--- config.mk ---
export PLATFORM = sky130hd
export DESIGN_NAME = psr_soft_reset
export DESIGN_NICKNAME = d
export VERILOG_FILES = /design/src/psr_ctrl_reg.v /design/src/psr_reset_drv.v /design/src/psr_soft_reset.v
export VERILOG_INCLUDE_DIRS = /design/src
export SDC_FILE = /design/constraint.sdc
export NUM_CORES = 1
export LEC_CHECK = 0
export ABC_CLOCK_PERIOD_IN_PS = 5600
export BUFFER_PORTS_ARGS = -buffer_cell sky130_fd_sc_hd__buf_4
export CAP_MARGIN = 20
export CORE_UTILIZATION = 38
export CTS_CLUSTER_SIZE = 16
export DETAILED_ROUTE_END_ITERATION = 6
export PLACE_DENSITY = 0.86
export SYNTH_ARGS = -nofsm -noshare
export SYNTH_HDL_FRONTEND = slang
export SYNTH_SLANG_ARGS = --single-unit
export TNS_END_PERCENT = 30
--- constraint.sdc ---
create_clock -name i_clk_sys -period 5.6 [get_ports i_clk_sys]
set_input_delay 1.12 -clock i_clk_sys [delete_from_list [all_inputs] [get_ports i_clk_sys]]
set_output_delay 1.12 -clock i_clk_sys [all_outputs]
set_load 0.02 [all_outputs]
--- src/psr_consts.vh ---
`ifndef PSR_CONSTS_VH
`define PSR_CONSTS_VH

// Register address width and byte offsets
`define PSR_ADDR_W            12
`define PSR_OFF_CTRL_A        12'h040
`define PSR_OFF_CTRL_B        12'h044

// Reset values
`define PSR_RST_CTRL_A        32'h00000000
`define PSR_RST_CTRL_B        32'h00000000

// Implemented bits of control register a
`define PSR_IMPL_A            32'h01100008
// Implemented bits of control register b
`define PSR_IMPL_B            32'h07071011

// Field positions, control register a
`define PSR_BIT_BUS_CTRL      24
`define PSR_BIT_PWM           20
`define PSR_BIT_WATCHDOG      3

// Field positions, control register b
`define PSR_BIT_CMP0          24
`define PSR_BIT_GPC0          16
`define PSR_BIT_TWO_WIRE      12
`define PSR_BIT_SYNC_SERIAL   4
`define PSR_BIT_ASYNC_SERIAL  0

// Unit count of comparators and general-purpose counters
`define PSR_NUM_TRIPLE        3

`endif

--- src/psr_ctrl_reg.v ---
`timescale 1ns/100ps
`default_nettype none

// One 32-bit masked reset control register
module psr_ctrl_reg (
  // Clock and reset
  input  wire        i_clk_sys,
  input  wire        i_reset_n,
  // Write port
  input  wire        i_wr_en,
  input  wire [31:0] i_wr_data,
  // Capability mask and implemented-bit mask
  input  wire [31:0] i_cap_mask,
  input  wire [31:0] i_impl_mask,
  // Register value
  output wire [31:0] o_value
);

  reg  [31:0] value_q;
  wire [31:0] wr_mask;

  // Only implemented bits that the capability mask allows take the write
  assign wr_mask = i_cap_mask & i_impl_mask;

  // Masked update; unwritable positions keep their value, reserved stay zero
  always @(posedge i_clk_sys) begin
    if (!i_reset_n) begin
      value_q <= 32'h00000000;
    end else if (i_wr_en) begin
      value_q <= ((value_q & ~wr_mask) | (i_wr_data & wr_mask)) & i_impl_mask;
    end
  end

  assign o_value = value_q;

endmodule // psr_ctrl_reg

`default_nettype wire

--- src/psr_reset_drv.v ---
`timescale 1ns/100ps
`default_nettype none

// Registered reset output for one peripheral, released on the clock
module psr_reset_drv (
  // Clock and reset
  input  wire i_clk_sys,
  input  wire i_reset_n,
  // Control bit
  input  wire i_hold,
  // Reset to the peripheral, active low
  output wire o_periph_rst_n
);

  reg rst_n_q;

  // Flop gives a glitch-free, clock-aligned release
  always @(posedge i_clk_sys) begin
    if (!i_reset_n) begin
      rst_n_q <= 1'b0;
    end else begin
      rst_n_q <= ~i_hold;
    end
  end

  assign o_periph_rst_n = rst_n_q;

endmodule // psr_reset_drv

`default_nettype wire

--- src/psr_soft_reset.v ---
// Summary of operation
// [RQ1] Writes only change bits enabled by the matching capability mask.
// [RQ2] Both control registers are 32-bit read-write and clear to zero on reset.
// [RQ3] Register a bit 24 resets the bus controller unit.
// [RQ4] Register a bit 20 resets the pulse-width modulation module.
// [RQ5] Register a bit 3 resets the watchdog.
// [RQ6] Register b bits 26..24 reset comparators two, one, zero.
// [RQ7] Register b bits 18..16 reset general-purpose counters two, one, zero.
// [RQ8] Register b bit 12 resets the two-wire unit.
// [RQ9] Register b bit 4 resets the synchronous serial unit.
// [RQ10] Register b bit 0 resets the asynchronous serial unit.
// [RQ11] All unassigned bits read zero and ignore writes.
// [RQ12] Software should preserve unassigned bits across read-modify-write.
// [RQ13] A set bit holds its unit in reset; clearing releases on the clock.
//
// Decided for this implementation: the plain strobed port.
`timescale 1ns/100ps
`default_nettype none
`include "psr_consts.vh"

module psr_soft_reset (
  // Clock and reset
  input  wire                     i_clk_sys,
  input  wire                     i_reset_n,
  // Register port
  input  wire [`PSR_ADDR_W-1:0]   i_addr,
  input  wire [31:0]              i_wdata,
  input  wire                     i_wr,
  input  wire                     i_rd,
  output wire [31:0]              o_rdata,
  // Capability masks from system control
  input  wire [31:0]              i_capability_mask_a,
  input  wire [31:0]              i_capability_mask_b,
  // Peripheral resets, active low
  output wire                     o_bus_controller_rst_n,
  output wire                     o_pwm_rst_n,
  output wire                     o_watchdog_rst_n,
  output wire [`PSR_NUM_TRIPLE-1:0] o_comparator_rst_n,
  output wire [`PSR_NUM_TRIPLE-1:0] o_gp_counter_rst_n,
  output wire                     o_two_wire_rst_n,
  output wire                     o_sync_serial_rst_n,
  output wire                     o_async_serial_rst_n
);

  wire [31:0] soft_reset_control_a;
  wire [31:0] soft_reset_control_b;
  wire        sel_a;
  wire        sel_b;
  reg  [31:0] rdata_q;
  reg  [31:0] rdata_d;

  // Address decode
  assign sel_a = (i_addr == `PSR_OFF_CTRL_A);
  assign sel_b = (i_addr == `PSR_OFF_CTRL_B);

  // [RQ1] masked write, register a
  // [RQ2] cleared on reset
  psr_ctrl_reg u_ctrl_a (
    .i_clk_sys   (i_clk_sys),
    .i_reset_n   (i_reset_n),
    .i_wr_en     (i_wr & sel_a),
    .i_wr_data   (i_wdata),
    .i_cap_mask  (i_capability_mask_a),
    .i_impl_mask (`PSR_IMPL_A),
    .o_value     (soft_reset_control_a)
  );

  // [RQ1] masked write, register b
  // [RQ11] reserved bits fixed
  psr_ctrl_reg u_ctrl_b (
    .i_clk_sys   (i_clk_sys),
    .i_reset_n   (i_reset_n),
    .i_wr_en     (i_wr & sel_b),
    .i_wr_data   (i_wdata),
    .i_cap_mask  (i_capability_mask_b),
    .i_impl_mask (`PSR_IMPL_B),
    .o_value     (soft_reset_control_b)
  );

  // Read mux; unmapped addresses read zero
  always @* begin
    rdata_d = 32'h00000000;
    if (sel_a) begin
      rdata_d = soft_reset_control_a;
    end else if (sel_b) begin
      rdata_d = soft_reset_control_b;
    end
  end

  // Read data stands only in the cycle after the strobe
  always @(posedge i_clk_sys) begin
    if (!i_reset_n) begin
      rdata_q <= 32'h00000000;
    end else if (i_rd) begin
      rdata_q <= rdata_d;
    end else begin
      rdata_q <= 32'h00000000;
    end
  end

  assign o_rdata = rdata_q;

  // [RQ3] bus controller reset
  // [RQ13] registered release
  psr_reset_drv u_rst_bus (
    .i_clk_sys      (i_clk_sys),
    .i_reset_n      (i_reset_n),
    .i_hold         (soft_reset_control_a[`PSR_BIT_BUS_CTRL]),
    .o_periph_rst_n (o_bus_controller_rst_n)
  );

  // [RQ4] modulator reset
  psr_reset_drv u_rst_pwm (
    .i_clk_sys      (i_clk_sys),
    .i_reset_n      (i_reset_n),
    .i_hold         (soft_reset_control_a[`PSR_BIT_PWM]),
    .o_periph_rst_n (o_pwm_rst_n)
  );

  // [RQ5] watchdog reset
  psr_reset_drv u_rst_wdog (
    .i_clk_sys      (i_clk_sys),
    .i_reset_n      (i_reset_n),
    .i_hold         (soft_reset_control_a[`PSR_BIT_WATCHDOG]),
    .o_periph_rst_n (o_watchdog_rst_n)
  );

  // Comparators and counters share one loop
  genvar gi;
  generate
    for (gi = 0; gi < `PSR_NUM_TRIPLE; gi = gi + 1) begin : g_triple
      // [RQ6] comparator resets
      psr_reset_drv u_rst_cmp (
        .i_clk_sys      (i_clk_sys),
        .i_reset_n      (i_reset_n),
        .i_hold         (soft_reset_control_b[`PSR_BIT_CMP0 + gi]),
        .o_periph_rst_n (o_comparator_rst_n[gi])
      );
      // [RQ7] counter resets
      psr_reset_drv u_rst_gpc (
        .i_clk_sys      (i_clk_sys),
        .i_reset_n      (i_reset_n),
        .i_hold         (soft_reset_control_b[`PSR_BIT_GPC0 + gi]),
        .o_periph_rst_n (o_gp_counter_rst_n[gi])
      );
    end
  endgenerate

  // [RQ8] two-wire reset
  psr_reset_drv u_rst_twi (
    .i_clk_sys      (i_clk_sys),
    .i_reset_n      (i_reset_n),
    .i_hold         (soft_reset_control_b[`PSR_BIT_TWO_WIRE]),
    .o_periph_rst_n (o_two_wire_rst_n)
  );

  // [RQ9] sync serial reset
  psr_reset_drv u_rst_ssi (
    .i_clk_sys      (i_clk_sys),
    .i_reset_n      (i_reset_n),
    .i_hold         (soft_reset_control_b[`PSR_BIT_SYNC_SERIAL]),
    .o_periph_rst_n (o_sync_serial_rst_n)
  );

  // [RQ10] async serial reset
  psr_reset_drv u_rst_uart (
    .i_clk_sys      (i_clk_sys),
    .i_reset_n      (i_reset_n),
    .i_hold         (soft_reset_control_b[`PSR_BIT_ASYNC_SERIAL]),
    .o_periph_rst_n (o_async_serial_rst_n)
  );

endmodule // psr_soft_reset

`default_nettype wire

; ---- Yosys cells after proc, flatten, opt, wreduce, memory -nomap -nowiden
; Cells that the tools add are included.
[word_totals]
in_bits = 112
output_inout_bits = 44
reg_bits = 56
[classes]
n_reduce_logical = 3
n_eq_ne = 2
muxes = 2
n_bitwise = 24
[op_table]
columns = operator, count
row1 = 27-bit bitwise AND, 2
row2 = 25-bit bitwise AND, 2
row3 = 25-bit 2-to-1 mux, 2
row4 = 27-bit NOT, 1
row5 = 27-bit bitwise OR, 1
row6 = 25-bit NOT, 1
row7 = 25-bit bitwise OR, 1
row8 = "12-bit by 7-bit equality test with 1-bit output, second input constant", 2
row9 = 1-bit NOT, 14
row10 = 3-bit OR reduction, 1
row11 = 1-bit bitwise AND, 2
row12 = 2-bit AND reduction, 1
row13 = 2-bit OR reduction, 1

; ---- Longest topological paths before layout
; Gate-level depths: netlist of run 1.
[depth]
depth_word = 3
mapped_depth = 6
depth_no_buf = 4

; ---- Cells and area by module
; Synthesis of run 1 repeated with hierarchy kept, for this count alone.
[unflattened]
cells_unflattened = 480
hier_area_um2 = 5044.8
[by_module_without_submodules]
columns = module, n_inst, cells_per_inst, area_per_inst_um2
row1 = psr_ctrl_reg, 2, 171, 1702.9
row2 = psr_soft_reset, 1, 114, 1233.7
row3 = psr_reset_drv, 12, 2, 33.8

; ---- Least setup slack after synthesis of run 1
; Ideal clock, no wire load.
[synth_timing]
kind = input -> register
from = in i_addr[5]
to = reg with a tool-made name
cell_stages = 5
setup_slack_ps = 3027
arrival_time_ps = 2456
setup_time_ps = 117
path_cell_list = or4_4 > buf_6 > or4_4 > nand3_1 > o21ai_1
[synth_rtl]
columns = element, line_no
row1 = "start, declared", psr_soft_reset.v:26  ; input wire [`PSR_ADDR_W-1:0] i_addr,

==> results of run 1 <==
-- worst max-delay path, cell delays in order --
cell	delay (ns)
buf_4	0.11
or4_4	0.62
nor4_4	0.41
a21oi_1	0.12
a41o_1	0.21
-- power by group --
group          switching (mW)  internal [mW]  total (mW)
Combinational          0.0339         0.0269      0.0608
Sequential            0.00121          0.254       0.255
Clock                  0.0781         0.0962       0.174
Total                   0.113          0.377       0.490
-- synthesized netlist by cell type, types with 2 or more instances --
cell type  count  area [um2]
clkbuf_1       6       22.52
nand3_1       18       90.09
and2_1        10       62.56
dfxtp_1       35       700.7
buf_1          2       7.510
a21oi_1        2       10.01
nor2_1         2       7.510
nand2_1       14       52.55
o21ai_1        9       45.04
buf_4         27       202.7
a41o_1         2       20.02
or4_4         10       112.6
nor2b_1       12       75.07
-- worst paths after layout --
path / to / slack, ns / cells past startpoint
max: register / 3.18 / 5
min: u_rst_uart.o_periph_rst_n / 0.43 / 1
max reg2reg: register / 4.86 / 3
min reg2reg: u_rst_uart.o_periph_rst_n / 0.43 / 1
-- through the flow --
stage	cell area, um2	utilization (%)
after detailed placement	1854	49.53
final	1942	51.87
after global placement	1854	49.53
after floorplan	1595	-
after global routing	1942	51.87
after CTS	1942	51.87
-- cell families after synthesis --
kind of cell           count (synthesis)  synth area share [%]
AO/OA/AOI/OAI                         14                 5.514
flip-flops                            35                 46.09
other                                  1                0.2467
AND/OR/NAND/NOR                       72                 30.45
buffers and inverters                 37                 17.04
multiplexers                           1                0.6585
-- layer usage --
| metal | GRT usage (%) | vias to the layer above | routed length (um) |
|---|---|---|---|
| li1 | - | 590 | - |
| met1 | 15.26 | 480 | 1205 |
| met5 | 0 | - | 0 |
| met2 | 23.20 | 72 | 1219 |
| met4 | 6.522 | 0 | 36 |
| met3 | 5.035 | 4 | 311 |
-- final cells by class --
type,instances,area [um2]
tap,48,60.06
timing repair buffer,61,457.9
clock buffer,6,82.58
sequential,35,700.7
fill,374,1802
multi-input combinational,108,635.6
clock inverter,1,5.005
==> impl_metrics.csv, run 1 <==
group,metric,value,unit
status,status,"complete, no violations",
pwr,p_total,489.8,uW
critical_path,cp_max_fo,11,
timing,finalSetupTns,0,ns
critical_path,path_class,"in -> reg",
critical_path,cp.required,5.77,ns
timing,hold_ws,0.4329,ns
final_layout,final_common_cell,"buf_4",
pwr,p_leak,0.9036,nW
final_layout,nets,323,
critical_path,crit_path_end_kind,"register",
timing,setup_ws,3.177,ns
drt,dr.first_iter.drc_count,46,
logic_synthesis,synthesis.area,1520,um2
clocking,clock-sinks,35,
logic_synthesis,ys.flop_type,"dfxtp_1",
critical_path,crit_arrival,2.59,ns
final_layout,area_growth,27.74,%
logic_synthesis,synthCells,160,
logic_synthesis,synth-seq-cells,35,
timing,layout_worst_path_cycle_share,43.27,%
clocking,cts_max_path_buffers,2,
global_routing,grt-ovfl-total,0,
drt,drt-pass1-iter-count,4,
clocking,cts_resized,0,
clocking,cts_buffers,5,
floorplan,dieHeight,65.25,um
logic_synthesis,synth-edff-count,0,
floorplan,rows,22,
final_layout,drive_gt1_share,37.91,%
timing,rsz0062_at_grt,"no",
logic_synthesis,syn_area_per_cell,9.501,um2
clocking,clk_pin_slew,0.06,ns
drt,ant_nets,0,
final_layout,num_antenna_cells,0,
global_routing,grt_usage,13.78,%
logic_synthesis,synth.distinct_cells,24,
clocking,cts_max_level,2,
place,dp_cells,252,
logic_synthesis,ys_seq_area_share,46.09,%
clocking,root_buffer,"clkbuf_8",
clocking,postCtsSetupBuffers,0,
timing,slew_viol_final,0,
pwr,peakVddDrop,0.06938,mV
timing,hold_viol,0,
timing,fmax,412.7,MHz
final_layout,fin_cells,259,
clocking,postCtsHoldBufs,0,
global_routing,grt_max_degree,37,
floorplan,core-area,3744,um2
global_routing,antenna_found_initial,0,
drt,wirelength,2773,um
timing,period_needed,2.423,ns
place,port_buffers,61,
critical_path,startpoint,"i_addr[5]",
global_routing,grt_pass1_wl,4402,um
floorplan,io_pins,156,
floorplan,die_w,65.25,um
critical_path,startpoint_type,"input pin",
drt,post_drt_wl_per_cell,10.71,um
logic_synthesis,ys_async_sr_fraction,0,%
global_routing,grt_pass1_vias,1050,
place,gp_congestion,0.7412,
final_layout,final_cell_mix,"buf_4, dfxtp_1, conb_1, nand3_1, nand2_1",
hold_path,holdCritPathClass,"reg -> reg",
floorplan,dieArea,4258,um2
logic_synthesis,yosysWarnings,0,
drt,routed_via_density,4.425,
clocking,clock_latency,0.28,ns
drt,drc,0,
timing,finalSetupViolCount,0,
pwr,power_density,252.3,nW/um2
floorplan,start_util,40.61,%
place,place_ws,2.884,ns
timing,finClkSkew,0.003210,ns
flow_run,cap_violations,0,
drt,vias,1146,
clocking,tritoncts,"yes",
Power figures use the tool's default switching activity.
==> run 2: changes to the inputs <==
Settings changed: ABC_CLOCK_PERIOD_IN_PS 5600 to 2100, CORE_UTILIZATION 38 to 32, PLACE_DENSITY 0.86 to 0.77.
Clock period 5.6 ns to 2.1 ns, I/O delays scaled along.
==> impl_metrics.csv, run 2 (synthesized netlist as in run 1, its figures left out) <==
group,metric,value,unit
status,status,"finished, violations left",
status,failed_checks,"DRC",
timing,slew_viol_final,0,
hold_path,min_from,"i_wdata[20]",
critical_path,cp_cell_sequence,"buf_4 > or4_4 > nor4_4 > a21oi_1 > a41o_1",
drt,drc,2,
clocking,tritoncts,"yes",
timing,period_needed,1.740,ns
timing,setup_ws,0.3595,ns
timing,finClkSkew,0.002737,ns
timing,rsz0062_at_grt,"no",
place,dp_hpwl,2205,um
critical_path,slowest_delay,0.63,ns
pwr,peakVddDrop,0.2887,mV
global_routing,grt_max_degree,37,
drt,drt-pass1-iter-count,7,
place,place_area,1859,um2
timing,hold_ws,0.3741,ns
global_routing,grt-ovfl-total,0,
floorplan,io_pins,156,
global_routing,grt_usage,11.75,%
clocking,clock_latency,0.28,ns
clocking,root_buffer,"clkbuf_8",
floorplan,core-area,4474,um2
clocking,clock-sinks,35,
critical_path,crit_buf_inv,1,
hold_path,holdCritPathClass,"in -> reg",
drt,ant_nets,0,
critical_path,cp.required,2.27,ns
timing,hold_viol,0,
floorplan,dieArea,5030,um2
critical_path,slowest_stage,"or4_4",
global_routing,grt_pass1_wl,4429,um
place,port_buffers,61,
floorplan,start_util,33.98,%
final_layout,num_antenna_cells,0,
global_routing,grt_pass1_vias,989,
critical_path,startpoint_type,"input pin",
final_layout,area_growth,30.04,%
final_layout,nets,323,
clocking,postCtsSetupBuffers,0,
floorplan,dieHeight,70.93,um
critical_path,rr_worst_depth,3,
pwr,power_density,734.0,nW/um2
clocking,cts_max_level,2,
floorplan,die_w,70.93,um
pwr,p_leak,0.9177,nW
timing,layout_worst_path_cycle_share,82.88,%
drt,routed_via_density,4.337,
final_layout,final_common_cell,"buf_4",
clocking,cts_resized,0,
final_layout,final_cell_mix,"buf_4, dfxtp_1, conb_1, nand3_1, nand2_1",
critical_path,crit_family,"simple AND/OR/NAND/NOR gates",
drt,vias,1145,
timing,finalSetupViolCount,0,
final_layout,drive_gt1_share,38.21,%
final_layout,fillers,447,
clocking,clk_pin_slew,0.06,ns
drt,post_drt_wl_per_cell,10.95,um
flow_run,cap_violations,0,
clocking,postCtsHoldBufs,0,
clocking,cts_buffers,5,
clocking,cts_max_path_buffers,2,
drt,wirelength,2890,um
place,place_ws,0.05878,ns
floorplan,rows,24,
hold_path,holdPathStages,2,
timing,fmax,574.6,MHz
critical_path,path_class,"in -> reg",
critical_path,cp_max_fo,11,
place,gp_congestion,0.6854,
global_routing,antenna_found_initial,0,
critical_path,crit_arrival,1.91,ns
drt,dr.first_iter.drc_count,68,
critical_path,regToRegSetupSlack,1.37,ns
final_layout,final_cell_area,1977,um2
timing,finalSetupTns,0,ns
critical_path,crit_path_end_kind,"register",
==> run 2: power breakdown <==
| part | internal (mW) | switching (mW) | total, mW |
|---|---|---|---|
| combinational | 0.0718 | 0.0928 | 0.165 |
| clock | 0.384 | 0.223 | 0.607 |
| sequential | 0.676 | 0.00347 | 0.679 |
==> run 2: worst max path at each step <==
stage	from	end	slack, ns	cells past startpoint
CTS	i_addr[5]	register	0.36	5
global placement	i_addr[5]	register	0.1	5
finish	i_addr[5]	register	0.36	5
floorplan	i_addr[5]	register	0.23	5
detailed placement	i_addr[5]	register	0.06	5
global route	i_addr[5]	register	0.29	5
==> run 2: per-stage QoR <==
step | instances | utilization (%) | power (mW)
4_1_cts | 264 | 44.18 | 1.467
3_5_place_dp | 256 | 41.55 | 0.8594
5_1_grt | 264 | 44.18 | 1.507
2_1_floorplan | 180 | - | 0.8197
6_report | 264 | 44.18 | 1.451
3_3_place_gp | 256 | 41.55 | 0.8578
==> run 2: layout make-up <==
class / instances / area, um2 / share of cell area [%]
Sequential cell: 35 / 700.7 / 35.44
Clock buffer: 6 / 82.58 / 4.177
Tap cell: 52 / 65.06 / 3.291
Timing Repair Buffer: 61 / 457.9 / 23.16
Clock inverter: 2 / 35.03 / 1.772
Multi-Input combinational cell: 108 / 635.6 / 32.15
==> run 2: layer usage <==
| metal | GRT usage (%) | wire length (um) |
|---|---|---|
| met5 | 0 | 0 |
| met4 | 6.000 | 41 |
| met1 | 14.31 | 1359 |
| met2 | 18.48 | 1221 |
| met3 | 3.989 | 268 |
==> run 3: changes to the inputs <==
Settings changed: ABC_CLOCK_PERIOD_IN_PS 2100 to 1610, CORE_UTILIZATION 32 to 35, PLACE_DENSITY 0.77 to 0.8.
Clock period 2.1 ns to 1.61 ns, I/O delays scaled along.
==> impl_metrics.csv, run 3 (synthesized netlist as in run 1, its figures left out) <==
group,metric,value,unit
status,status,"complete, no violations",
clocking,cts_buffers,5,
critical_path,crit_arrival,1.75,ns
clocking,root_buffer,"clkbuf_8",
drt,drt-pass1-iter-count,4,
floorplan,die_w,67.91,um
pwr,peakVddDrop,0.3040,mV
drt,wirelength,3003,um
global_routing,grt_pass1_wl,4388,um
global_routing,grt_max_degree,36,
global_routing,grt_pass1_vias,1028,
timing,hold_ws,0.2749,ns
final_layout,fillers,405,
drt,drc,0,
floorplan,dieHeight,67.91,um
timing,finalSetupViolCount,0,
clocking,postCtsSetupBuffers,0,
timing,finClkSkew,0.001897,ns
global_routing,grt-ovfl-total,0,
place,gp_congestion,0.7227,
floorplan,start_util,37.20,%
critical_path,cp_cell_sequence,"buf_4 > or4_4 > nor4_4 > a21oi_1 > a41o_1",
global_routing,grt_usage,13.32,%
critical_path,startpoint_type,"input pin",
floorplan,io_pins,156,
clocking,clock_latency,0.28,ns
clocking,cts_max_level,2,
final_layout,nets,327,
clocking,clock-sinks,35,
pwr,p_leak,0.9199,nW
clocking,clk_pin_slew,0.06,ns
place,dp_hpwl,2346,um
floorplan,dieArea,4611,um2
critical_path,slowest_delay,0.58,ns
drt,vias,1198,
critical_path,slowest_stage,"or4_4",
final_layout,num_antenna_cells,0,
hold_path,holdCritPathClass,"in -> reg",
final_layout,final_cell_mix,"buf_4, dfxtp_1, conb_1, nand2_1, nor2b_1",
drt,dr.first_iter.drc_count,52,
flow_run,cap_violations,0,
drt,post_drt_wl_per_cell,11.33,um
final_layout,fin_cells,265,
clocking,cts_max_path_buffers,2,
pwr,power_density,856.2,nW/um2
drt,ant_nets,0,
final_layout,drive_gt1_share,43.72,%
final_layout,area_growth,33.17,%
final_layout,final_cell_area,2024,um2
critical_path,crit_path_end_kind,"register",
place,place_area,1932,um2
timing,slew_viol_final,0,
floorplan,rows,23,
clocking,tritoncts,"yes",
critical_path,cp_max_fo,5,
drt,routed_via_density,4.521,
place,port_buffers,61,
timing,layout_worst_path_cycle_share,97.48,%
critical_path,path_class,"in -> reg",
timing,hold_viol,0,
place,dp_cells,258,
timing,fmax,637.2,MHz
final_layout,final_common_cell,"buf_4",
floorplan,core-area,4086,um2
global_routing,antenna_found_initial,0,
timing,rsz0062_at_grt,"yes",
timing,period_needed,1.569,ns
critical_path,cp.required,1.79,ns
run 3: report_power, final:
group	switching, mW	internal [mW]	total, mW
clock	0.291	0.335	0.626
sequential	0.00493	0.882	0.887
combinational	0.122	0.0979	0.220
total	0.418	1.31	1.73
run 3: through the flow:
step | TNS [ns] | worst slack [ns] | util, % | power [mW]
after floorplan | -1.587 | -0.1414 | - | 1.071
after global placement | -5.481 | -0.2829 | 47.28 | 1.123
after detailed placement | -6.017 | -0.3113 | 47.28 | 1.128
after CTS | 0 | 0.03628 | 49.45 | 1.748
after global routing | -0.06370 | -0.04292 | 49.54 | 1.798
final | 0 | 0.04062 | 49.54 | 1.733
run 3: worst paths after layout:
kind | from | endpoint | slack (ns) | depth (start not counted)
max | i_addr[5] | register | 0.04 | 5
min | i_wdata[20] | register | 0.27 | 2
max reg2reg | register | register | 0.86 | 3
min reg2reg | register | u_rst_wdog.o_periph_rst_n | 0.45 | 1
run 3: timing repair:
action	in CTS	in global routing
hold buffers	0	0
gates cloned	0	0
gates resized for setup	1	1
hold endpoints to repair	0	0
setup endpoints to repair	5	5
pin swaps	1	0
run 3: metal layers:
layer / up-vias / GRT usage, % / share of wire (%)
met5: - / 0 / 0
met4: 0 / 7.031 / 1.7
met3: 7 / 4.167 / 10
met2: 70 / 23.64 / 48
met1: 522 / 13.97 / 40
li1: 599 / - / -
run 3: worst max-delay path: cells and delay by family:
family | cells | cell delay (ns)
buf+inv | 1 | 0.10
simple gates | 2 | 0.99
compound gates | 2 | 0.33
run 3: final cells by class:
type	count	area [um2]	area share [%]
clock buffer	6	82.58	4.079
clock inverter	1	5.005	0.2472
multi-input combinational	108	685.7	33.87
sequential	35	700.7	34.61
tap	50	62.56	3.090
timing repair buffer	65	488.0	24.10
